### config.mk
export PLATFORM = sky130hd
export DESIGN_NAME = ssw_wrapper
export DESIGN_NICKNAME = d
export VERILOG_FILES = /design/src/hdl/ssw_pkg.sv /design/src/hdl/ssw_alarm_chan.sv /design/src/hdl/ssw_wrapper.sv
export SDC_FILE = /design/constraint.sdc
export NUM_CORES = 1
export LEC_CHECK = 0
export BUFFER_PORTS_ARGS = -buffer_cell sky130_fd_sc_hd__clkbuf_2
export CELL_PAD_IN_SITES_DETAIL_PLACEMENT = 0
export CELL_PAD_IN_SITES_GLOBAL_PLACEMENT = 2
export CORE_ASPECT_RATIO = 0.8
export CORE_MARGIN = 2
export CORE_UTILIZATION = 32
export CTS_CLUSTER_DIAMETER = 60
export DETAILED_ROUTE_END_ITERATION = 12
export PLACE_DENSITY_LB_ADDON = 0.1
export SLEW_MARGIN = 40
export SYNTH_ARGS = -nofsm -noshare
export SYNTH_HDL_FRONTEND = slang
export SYNTH_HIERARCHICAL = 1
export SYNTH_SLANG_ARGS = --single-unit
### constraint.sdc
create_clock -name pclk -period 2.3 [get_ports pclk]
set_clock_uncertainty 0.1 [all_clocks]
set_input_delay 0 -clock pclk [delete_from_list [all_inputs] [get_ports pclk]]
set_output_delay 0 -clock pclk [all_outputs]
set_load 0.02 [all_outputs]
### src/hdl/ssw_pkg.sv
`default_nettype none
package ssw_pkg;

	// ==========================================================
	// Bus and memory widths
	localparam int APB_AW = 8;
	localparam int MEM_AW = 16;

	// ==========================================================
	// Register byte addresses
	localparam logic [7:0] ADDR_CTRL = 8'h00;
	localparam logic [7:0] ADDR_DETAIL = 8'h04;
	localparam logic [7:0] ADDR_FAULT = 8'h08;
	localparam logic [7:0] ADDR_ERRINFO = 8'h0c;
	localparam logic [7:0] ADDR_IRQ_STAT = 8'h10;
	localparam logic [7:0] ADDR_IRQ_MASK = 8'h14;
	localparam logic [7:0] ADDR_GROUP = 8'h18;
	localparam logic [7:0] ADDR_INIT = 8'h1c;

	// ==========================================================
	// Control register fields
	localparam int CTRL_W = 4;
	localparam int CTRL_DEFER = 0;
	localparam int CTRL_WR_ADDR_ONLY = 1;
	localparam int CTRL_POSTRESET = 2;
	localparam int CTRL_MAP = 3;
	localparam int CTRL_ABORT = 4;
	localparam logic [CTRL_W-1:0] CTRL_RESET = 4'h0;

	// ==========================================================
	// Alarm channel indices, error detail and fault fields
	localparam int NUM_ALM = 3;
	localparam int ALM_ADDR = 0;
	localparam int ALM_UNCORR = 1;
	localparam int ALM_CORR = 2;
	localparam int DETAIL_PEND = 3;
	localparam int OPERATION_ERROR_BITS_W = 2;
	localparam int OPERATION_ERROR_BITS_DMEM = 0;
	localparam int OPERATION_ERROR_BITS_ADDR = 1;
	localparam int IRQ_W = 4;
	localparam int IRQ_INIT_DONE = 3;
	localparam logic [IRQ_W-1:0] IRQ_MASK_RESET = 4'h0;

	// ==========================================================
	// Wrapper instances that show the post-reset deviation
	localparam int DMEM_INST_A = 0;
	localparam int DMEM_INST_B = 34;
	localparam int DMEM_INST_C = 35;

	// ==========================================================
	// Carriers
	typedef struct packed {
		logic valid;
		logic write;
		logic [MEM_AW-1:0] addr;
		logic corr;
		logic uncorr;
		logic addr_err;
	} ssw_mem_acc_t;

	typedef struct packed {
		logic corr;
		logic uncorr;
		logic addr;
	} ssw_alarm_t;

	typedef enum logic {
		INIT_IDLE,
		INIT_RUN
	} ssw_init_state_t;

endpackage
`default_nettype wire

### src/hdl/ssw_alarm_chan.sv
`default_nettype none
module ssw_alarm_chan (
	// Clock and reset
	input wire logic pclk,
	input wire logic presetn,
	// Error event and release
	input wire logic err_i,
	input wire logic defer_i,
	input wire logic release_i,
	// Alarm
	output logic alarm_q,
	output logic pending_q
);

	// ==========================================================
	// Alarm pulse and deferred pending state
	// immediate alarm
	always_ff @(posedge pclk or negedge presetn) begin
		if (!presetn) begin
			alarm_q <= 1'b0;
		end else begin
			alarm_q <= (err_i & ~defer_i) | (pending_q & release_i);
		end
	end

	// A new deferred error on the releasing access replaces the one released.
	// held until next access
	always_ff @(posedge pclk or negedge presetn) begin
		if (!presetn) begin
			pending_q <= 1'b0;
		end else begin
			pending_q <= (err_i & defer_i) | (pending_q & ~release_i);
		end
	end
endmodule
`default_nettype wire

### src/hdl/ssw_wrapper.sv
// Operation
// - Correctable ECC error on read raises correctable alarm.
// - Uncorrectable ECC error on read raises uncorrectable alarm.
// - Address fault on read or write raises address alarm.
// - Intended behaviour: alarm issued on the erroneous access itself.
// - Deviation: pending alarm released on next memory or register access.
// - Error status recorded at error time even when alarm is held.
// - Error indication to owning module independent of alarm path.
// - Intended behaviour: application reset sets no alarm or status bit.
// - Deviation: application reset sets data-memory flag in both groups.
// - Deviation: instances 0, 34, 35 set operation error bit zero.
// - Spurious post-reset alarms leave error information at zero.
// - Write-address-only mode: only write address errors are deferred.
// - Cache init on self-test enable change and on mapping change.
// - Mapped caches keep working as caches.
// - Runtime init may be aborted; startup init cannot.
//
// Chosen here: the APB register port and the address map.
`default_nettype none
module ssw_wrapper #(
	parameter int INSTANCE_ID = 0,
	parameter int INIT_DEPTH = 256
) (
	// Clock and reset
	input wire logic pclk,
	input wire logic presetn,
	// APB slave
	input wire logic psel,
	input wire logic penable,
	input wire logic pwrite,
	input wire logic [ssw_pkg::APB_AW-1:0] paddr,
	input wire logic [31:0] pwdata,
	output logic [31:0] prdata,
	output logic pready,
	output logic pslverr,
	// Memory access monitor
	input wire ssw_pkg::ssw_mem_acc_t mem_acc,
	input wire logic app_reset_evt,
	// Self-test enable pin
	input wire logic selftest_en,
	// Alarms and owner indication
	output ssw_pkg::ssw_alarm_t alarm,
	output ssw_pkg::ssw_alarm_t owner_err,
	output logic irq,
	// Cache initialisation
	output logic init_we,
	output logic [$clog2(INIT_DEPTH)-1:0] init_addr,
	output logic cache_mapped
);

	localparam int IAW = $clog2(INIT_DEPTH);
	localparam logic [IAW-1:0] INIT_LAST = IAW'(INIT_DEPTH - 1);
	localparam bit AFFECTED = (INSTANCE_ID == ssw_pkg::DMEM_INST_A) ||
		(INSTANCE_ID == ssw_pkg::DMEM_INST_B) || (INSTANCE_ID == ssw_pkg::DMEM_INST_C);

	generate
		if (INIT_DEPTH < 2) begin : g_bad_depth
			$error("INIT_DEPTH must be at least 2");
		end
	endgenerate

	// ==========================================================
	// APB access decode
	logic pready_q;
	logic [31:0] prdata_q;
	logic pslverr_q;
	logic setup;
	logic acc_done;
	logic wr_en;
	logic addr_ok;
	logic [ssw_pkg::CTRL_W-1:0] ctrl_q;
	logic [ssw_pkg::NUM_ALM-1:0] detail_q;
	logic detail_pend;
	logic [ssw_pkg::OPERATION_ERROR_BITS_W-1:0] fault_q;
	logic [ssw_pkg::MEM_AW+1:0] errinfo_q;
	logic [ssw_pkg::IRQ_W-1:0] irq_stat_q;
	logic [ssw_pkg::IRQ_W-1:0] irq_mask_q;
	logic [1:0] grp_q;
	logic startup_q;
	ssw_pkg::ssw_init_state_t init_state_q;

	assign setup = psel & ~penable;
	assign acc_done = psel & penable & pready_q;
	assign wr_en = acc_done & pwrite;

	always_comb begin
		unique case (paddr)
			ssw_pkg::ADDR_CTRL, ssw_pkg::ADDR_DETAIL, ssw_pkg::ADDR_FAULT,
			ssw_pkg::ADDR_ERRINFO, ssw_pkg::ADDR_IRQ_STAT, ssw_pkg::ADDR_IRQ_MASK,
			ssw_pkg::ADDR_GROUP, ssw_pkg::ADDR_INIT: addr_ok = 1'b1;
			default: addr_ok = 1'b0;
		endcase
	end

	// Answer is prepared in the setup cycle so pready rises with the access phase.
	always_ff @(posedge pclk or negedge presetn) begin
		if (!presetn) begin
			pready_q <= 1'b0;
			pslverr_q <= 1'b0;
		end else begin
			pready_q <= setup;
			pslverr_q <= setup & ~addr_ok;
		end
	end

	always_ff @(posedge pclk or negedge presetn) begin
		if (!presetn) begin
			prdata_q <= 32'h0;
		end else if (setup) begin
			unique case (paddr)
				ssw_pkg::ADDR_CTRL: prdata_q <= 32'(ctrl_q);
				ssw_pkg::ADDR_DETAIL: prdata_q <= 32'({detail_pend, detail_q});
				ssw_pkg::ADDR_FAULT: prdata_q <= 32'(fault_q);
				ssw_pkg::ADDR_ERRINFO: prdata_q <= 32'(errinfo_q);
				ssw_pkg::ADDR_IRQ_STAT: prdata_q <= 32'(irq_stat_q);
				ssw_pkg::ADDR_IRQ_MASK: prdata_q <= 32'(irq_mask_q);
				ssw_pkg::ADDR_GROUP: prdata_q <= 32'(grp_q);
				ssw_pkg::ADDR_INIT: prdata_q <= 32'({startup_q, init_state_q == ssw_pkg::INIT_RUN});
				default: prdata_q <= 32'h0;
			endcase
		end
	end

	assign prdata = prdata_q;
	assign pready = pready_q;
	assign pslverr = pslverr_q;

	// ==========================================================
	// Control register
	logic wr_ctrl;
	logic map_chg;
	logic abort_req;

	assign wr_ctrl = wr_en && paddr == ssw_pkg::ADDR_CTRL;
	assign map_chg = wr_ctrl && pwdata[ssw_pkg::CTRL_MAP] != ctrl_q[ssw_pkg::CTRL_MAP];
	assign abort_req = wr_ctrl & pwdata[ssw_pkg::CTRL_ABORT];

	always_ff @(posedge pclk or negedge presetn) begin
		if (!presetn) begin
			ctrl_q <= ssw_pkg::CTRL_RESET;
		end else if (wr_ctrl) begin
			ctrl_q <= pwdata[ssw_pkg::CTRL_W-1:0];
		end
	end

	assign cache_mapped = ctrl_q[ssw_pkg::CTRL_MAP];

	// ==========================================================
	// Error events and alarm channels
	logic mem_rd;
	logic [ssw_pkg::NUM_ALM-1:0] err_ev;
	logic [ssw_pkg::NUM_ALM-1:0] defer;
	logic [ssw_pkg::NUM_ALM-1:0] pend;
	logic [ssw_pkg::NUM_ALM-1:0] alm;
	logic release_acc;
	logic reg_acc;

	assign mem_rd = mem_acc.valid & ~mem_acc.write;
	assign err_ev[ssw_pkg::ALM_CORR] = mem_rd & mem_acc.corr;
	assign err_ev[ssw_pkg::ALM_UNCORR] = mem_rd & mem_acc.uncorr;
	assign err_ev[ssw_pkg::ALM_ADDR] = mem_acc.valid & mem_acc.addr_err;

	assign reg_acc = acc_done & addr_ok;
	assign release_acc = mem_acc.valid | reg_acc;

	generate
		for (genvar i = 0; i < ssw_pkg::NUM_ALM; i++) begin : g_alm
			assign defer[i] = ctrl_q[ssw_pkg::CTRL_DEFER] &
				(~ctrl_q[ssw_pkg::CTRL_WR_ADDR_ONLY] |
				(i == ssw_pkg::ALM_ADDR && mem_acc.write));
			ssw_alarm_chan u_chan (
				.pclk(pclk),
				.presetn(presetn),
				.err_i(err_ev[i]),
				.defer_i(defer[i]),
				.release_i(release_acc),
				.alarm_q(alm[i]),
				.pending_q(pend[i])
			);
		end
	endgenerate

	assign alarm = ssw_pkg::ssw_alarm_t'(alm);

	// ==========================================================
	// Owner indication, never gated by deferral
	logic [ssw_pkg::NUM_ALM-1:0] owner_q;

	always_ff @(posedge pclk or negedge presetn) begin
		if (!presetn) begin
			owner_q <= '0;
		end else begin
			owner_q <= err_ev;
		end
	end

	assign owner_err = ssw_pkg::ssw_alarm_t'(owner_q);

	// ==========================================================
	// Status registers, write one to clear (error information: any write clears), set wins
	logic wr_detail;
	logic wr_fault;
	logic wr_grp;
	logic spurious;

	assign wr_detail = wr_en && paddr == ssw_pkg::ADDR_DETAIL;
	assign wr_fault = wr_en && paddr == ssw_pkg::ADDR_FAULT;
	assign wr_grp = wr_en && paddr == ssw_pkg::ADDR_GROUP;
	assign spurious = app_reset_evt & ctrl_q[ssw_pkg::CTRL_POSTRESET] & AFFECTED;

	always_ff @(posedge pclk or negedge presetn) begin
		if (!presetn) begin
			detail_q[ssw_pkg::NUM_ALM-1:0] <= '0;
		end else begin
			detail_q[ssw_pkg::NUM_ALM-1:0] <= err_ev |
				(detail_q[ssw_pkg::NUM_ALM-1:0] & ~(wr_detail ?
				pwdata[ssw_pkg::NUM_ALM-1:0] : '0));
		end
	end

	// The pending summary sits just above the sticky bits when the register is read.
	assign detail_pend = |pend;

	always_ff @(posedge pclk or negedge presetn) begin
		if (!presetn) begin
			fault_q <= '0;
		end else begin
			fault_q[ssw_pkg::OPERATION_ERROR_BITS_DMEM] <= err_ev[ssw_pkg::ALM_UNCORR] | spurious |
				(fault_q[ssw_pkg::OPERATION_ERROR_BITS_DMEM] & ~(wr_fault & pwdata[ssw_pkg::OPERATION_ERROR_BITS_DMEM]));
			fault_q[ssw_pkg::OPERATION_ERROR_BITS_ADDR] <= err_ev[ssw_pkg::ALM_ADDR] |
				(fault_q[ssw_pkg::OPERATION_ERROR_BITS_ADDR] & ~(wr_fault & pwdata[ssw_pkg::OPERATION_ERROR_BITS_ADDR]));
		end
	end

	always_ff @(posedge pclk or negedge presetn) begin
		if (!presetn) begin
			grp_q <= 2'h0;
		end else begin
			grp_q <= {2{spurious | err_ev[ssw_pkg::ALM_UNCORR]}} |
				(grp_q & ~(wr_grp ? pwdata[1:0] : 2'h0));
		end
	end

	// Only genuine errors load the information word, so a post-reset flag with
	// a zero word can be told apart from a real fault.
	// spurious leaves zero
	always_ff @(posedge pclk or negedge presetn) begin
		if (!presetn) begin
			errinfo_q <= '0;
		end else if (|err_ev) begin
			errinfo_q <= {1'b1, mem_acc.write, mem_acc.addr};
		end else if (wr_en && paddr == ssw_pkg::ADDR_ERRINFO) begin
			errinfo_q <= '0;
		end
	end

	// ==========================================================
	// Cache initialisation engine
	logic st_s1_q;
	logic st_s2_q;
	logic st_s3_q;
	logic init_trig;
	logic init_done;
	logic [IAW-1:0] init_addr_q;

	always_ff @(posedge pclk or negedge presetn) begin
		if (!presetn) begin
			st_s1_q <= 1'b0;
			st_s2_q <= 1'b0;
			st_s3_q <= 1'b0;
		end else begin
			st_s1_q <= selftest_en;
			st_s2_q <= st_s1_q;
			st_s3_q <= st_s2_q;
		end
	end

	assign init_trig = (st_s2_q ^ st_s3_q) | map_chg;
	assign init_done = init_state_q == ssw_pkg::INIT_RUN && init_addr_q == INIT_LAST;

	// Startup init runs from reset release and ignores abort.
	always_ff @(posedge pclk or negedge presetn) begin
		if (!presetn) begin
			init_state_q <= ssw_pkg::INIT_RUN;
			startup_q <= 1'b1;
			init_addr_q <= '0;
		end else begin
			unique case (init_state_q)
				ssw_pkg::INIT_IDLE: begin
					init_addr_q <= '0;
					if (init_trig) begin
						init_state_q <= ssw_pkg::INIT_RUN;
					end
				end
				ssw_pkg::INIT_RUN: begin
					init_addr_q <= init_addr_q + 1'b1;
					if (abort_req && !startup_q) begin
						init_state_q <= ssw_pkg::INIT_IDLE;
						init_addr_q <= '0;
					end else if (init_trig) begin
						init_addr_q <= '0;
					end else if (init_done) begin
						init_state_q <= ssw_pkg::INIT_IDLE;
						startup_q <= 1'b0;
					end
				end
			endcase
		end
	end

	assign init_we = init_state_q == ssw_pkg::INIT_RUN;
	assign init_addr = init_addr_q;

	// ==========================================================
	// Interrupt status, mask and output
	logic [ssw_pkg::IRQ_W-1:0] irq_ev;
	logic irq_q;

	assign irq_ev = {init_done & ~init_trig, err_ev};

	always_ff @(posedge pclk or negedge presetn) begin
		if (!presetn) begin
			irq_stat_q <= '0;
		end else begin
			irq_stat_q <= irq_ev | (irq_stat_q & ~((wr_en && paddr == ssw_pkg::ADDR_IRQ_STAT) ?
				pwdata[ssw_pkg::IRQ_W-1:0] : '0));
		end
	end

	always_ff @(posedge pclk or negedge presetn) begin
		if (!presetn) begin
			irq_mask_q <= ssw_pkg::IRQ_MASK_RESET;
		end else if (wr_en && paddr == ssw_pkg::ADDR_IRQ_MASK) begin
			irq_mask_q <= pwdata[ssw_pkg::IRQ_W-1:0];
		end
	end

	always_ff @(posedge pclk or negedge presetn) begin
		if (!presetn) begin
			irq_q <= 1'b0;
		end else begin
			irq_q <= |(irq_stat_q & irq_mask_q);
		end
	end

	assign irq = irq_q;
endmodule
`default_nettype wire

==> run_results.csv <==
group,metric,value,unit
run_status,status,"finished clean",
worst_setup_path,endpoint_kind,"register",
logic_synthesis,syn_inst,287,
sta,report.final.hold_viol_count,0,
sta,rsz0062_at_grt,"no",
logic_synthesis,yosys-top-cells-area,"dfrtp_1, a22o_1, mux2_2",
logic_synthesis,ys_seq_area_share,57.0,%
routing,finalWirelength,8740,um
sta,min_period,1.98,ns
floorplanning,die_h,97.8,um
placement,dp_slack,0.511,ns
worst_setup_path,cp_slowest_stage_delay,0.61,ns
placement,dp_cells,504,
cts,htree_levels,3,
worst_setup_path,path_buf_inv,2,
floorplanning,fp-row-count,34,
routing,firstDrtPassIters,4,
routing,wl_per_cell,15.9,um
worst_setup_path,cp_cell_sequence,"dlygate4sd3_1, clkbuf_2, or4_4, nor3_4, mux2_2",
logic_synthesis,avgSynthCellArea,12.3,um^2
sta,hold_slack,0.0976,ns
global_route,antenna_found_initial,0,
cts,clock_path_buffers,2,
logic_synthesis,ys_warn_count,6,
sta,setup_ws,0.323,ns
worst_setup_path,required,2.41,ns
cells_and_area,fin_nets,470,
sta,worstMarginPinSlew,0.706,ns
sta,fmax,506,MHz
cells_and_area,drive_above_1_share,33.0,%
global_route,first_global_vias,2559,
worst_setup_path,worstSetupStartpointType,"primary input",
cts,path_clk_slew,0.06,ns
sta,slew_viol_final,0,
floorplanning,coreArea,0.0108,mm^2
cells_and_area,instances_no_fill,550,
logic_synthesis,synth.distinct_cells,52,
global_route,grt_max_degree,49,
floorplanning,die_w,121,um
logic_synthesis,synth-edff-count,0,
placement,dpl.hpwl,6340,um
power,powerDensity,725,mW/mm^2
cts,numClockSinks,80,
routing,via_count,2590,
cts,root_buffer,"clkbuf_16",
power,ir_drop,0.397,mV
routing,viasPerCell,4.71,
sta,setup_violations,0,
sta,finalCritPeriodShare,86.0,%
worst_hold_path,min_path_type,"in2reg",
cts,clock_latency,0.33,ns
worst_setup_path,worst-setup-path-type,"in2reg",
global_route,grt_pass1_wl,14200,um
logic_synthesis,yosys.area.top_type_share,55.5,%
floorplanning,initial_core_util,32.5,%
placement,placed_area,0.00405,mm^2
routing,drc,0,
logic_synthesis,ys_ff_latch,80,
cells_and_area,antennaDiodeCount,0,
placement,gp_congestion,0.726,
global_route,globalRouteTotalUtil,15.6,%
sta,tns,0,ns
logic_synthesis,async_flop_share,100,%
cells_and_area,areaGrowthSynthToFinish,33.0,%
routing,antenna_left,0,
cts,post-cts-setup-buffers,0,
logic_synthesis,synthFlopType,"dfrtp_1",
logic_synthesis,syn_area,0.00352,mm^2
global_route,overflow,0,
cts,cts_buffers,9,
worst_setup_path,critPathTopFamily,"simple AND/OR/NAND/NOR gates",
cells_and_area,design_area,0.00468,mm^2
routing,drt-initial-drc-count,147,
floorplanning,die-area,0.0119,mm^2
sta,max-slew-margin-rel,52.5,%
logic_synthesis,yosysTopAreaCell,"dfrtp_1",
worst_setup_path,cp_max_fo,8,
worst_setup_path,cpMaxStageDelayCell,"or4_4",
cts,cts_tree,"built",
power,leakagePower,2.24,nW
run,drv_cap,0,
placement,place.port_buffers,77,
worst_setup_path,arrival,2.09,ns
floorplanning,io_pins,119,
power by group:
part           total [mW]  internal [mW]  leakage (nW)  switching (mW)
clock network        1.55          0.964         0.161           0.587
logic               0.336          0.147          1.07           0.190
registers            1.50           1.47          1.01          0.0382
total                3.39           2.58          2.24           0.815
layer usage:
layer / wire length (um) / track usage (%)
met5: 0 / 0
met4: 44 / 3.45
met2: 3590 / 21.1
met3: 385 / 3.80
met1: 4710 / 24.9
cell families (layout without fill, tap and decap cells):
group / Yosys count / in the layout / synth area share, %
compound gates: 67 / 67 / 16.5
xor+xnor: 8 / 8 / 1.99
fa+ha+maj: 1 / 1 / 0.356
buf+inv: 34 / 140 / 5.48
flops: 80 / 80 / 57.0
mux: 15 / 15 / 6.05
other cells: 1 / 14 / 0.107
simple gates: 81 / 81 / 12.6
placed cells by master (no fill, tap or decap), types with 7 or more instances in the layout:
cell type / n
conb_1: 14
mux2_2: 10
clkbuf_2: 76
inv_1: 10
buf_4: 7
nor2_1: 15
dfrtp_1: 78
nand3_1: 11
a21o_1: 13
nand2_1: 24
dlygate4sd3_1: 30
a22o_1: 32
clkbuf_16: 9
worst register-to-register path: cells and delay by family (launching register included):
family        cells  cell delay, ns
simple gates      2            0.51
flops             1            0.37
mux               1            0.38
buf+inv           1            0.20
path summary, 6_finish.rpt:
kind	from	end	slack, ns	cells after the start
min in group asynchronous	presetn	errinfo_q[15]	0.13	2
max reg2reg	pready	ctrl_q[0]	0.62	4
max	paddr[4]	ctrl_q[0]	0.32	5
max in group asynchronous	presetn	startup_q	1.28	3
min	penable	g_alm[1].u_chan/pending_q	0.1	3
min reg2reg	st_s1_q	st_s2_q	0.26	0
flip-flops by register name, indices dropped and copies added, names as in the netlist:
signal                  cells
init_we                     1
fault_q                     2
pready                      1
startup_q                   1
pslverr                     1
st_s2_q                     1
grp_q                       2
errinfo_q                  18
g_alm.u_chan/pending_q      3
owner_err                   3
detail_q                    3
st_s1_q                     1
irq_stat_q                  4
ctrl_q                      4
g_alm.u_chan/alarm_q        3
init_addr                   8
st_s3_q                     1
irq_mask_q                  4
irq                         1
prdata                     18
layout make-up:
type | instances | area [um^2]
Sequential cell | 80 | 2000
Fill cell | 1061 | 6130
Clock inverter | 7 | 100
Inverter | 10 | 37.5
Timing Repair Buffer | 114 | 753
Clock buffer | 9 | 225
Multi-Input combinational cell | 186 | 1380
Tap cell | 144 | 180
per-stage QoR:
| stage | power (mW) | utilization [%] |
|---|---|---|
| global placement | 1.83 | 37.4 |
| global route | 3.54 | 43.3 |
| detailed placement | 1.83 | 37.5 |
| floorplan | 1.71 | - |
| CTS | 3.45 | 43.3 |
| finish | 3.39 | 43.3 |
repair_timing:
action	4_1_cts	5_1_grt
hold endpoints to repair	90	0
resized for setup	0	0
hold buffers	30	0
cell usage after synthesis, types with 3 or more instances:
library cell	n
a21o_1	13
buf_4	14
mux4_2	4
clkbuf_1	3
dfrtp_1	78
nand3_1	11
and3_1	3
a22o_1	32
or3_1	3
mux2_2	10
nor2b_1	3
nand4_1	4
nand2_1	24
a22oi_1	4
nor2_1	15
buf_2	4
o21ai_2	6
xnor2_1	6
inv_1	10
Note: power is estimated with default switching activity, not from simulation.
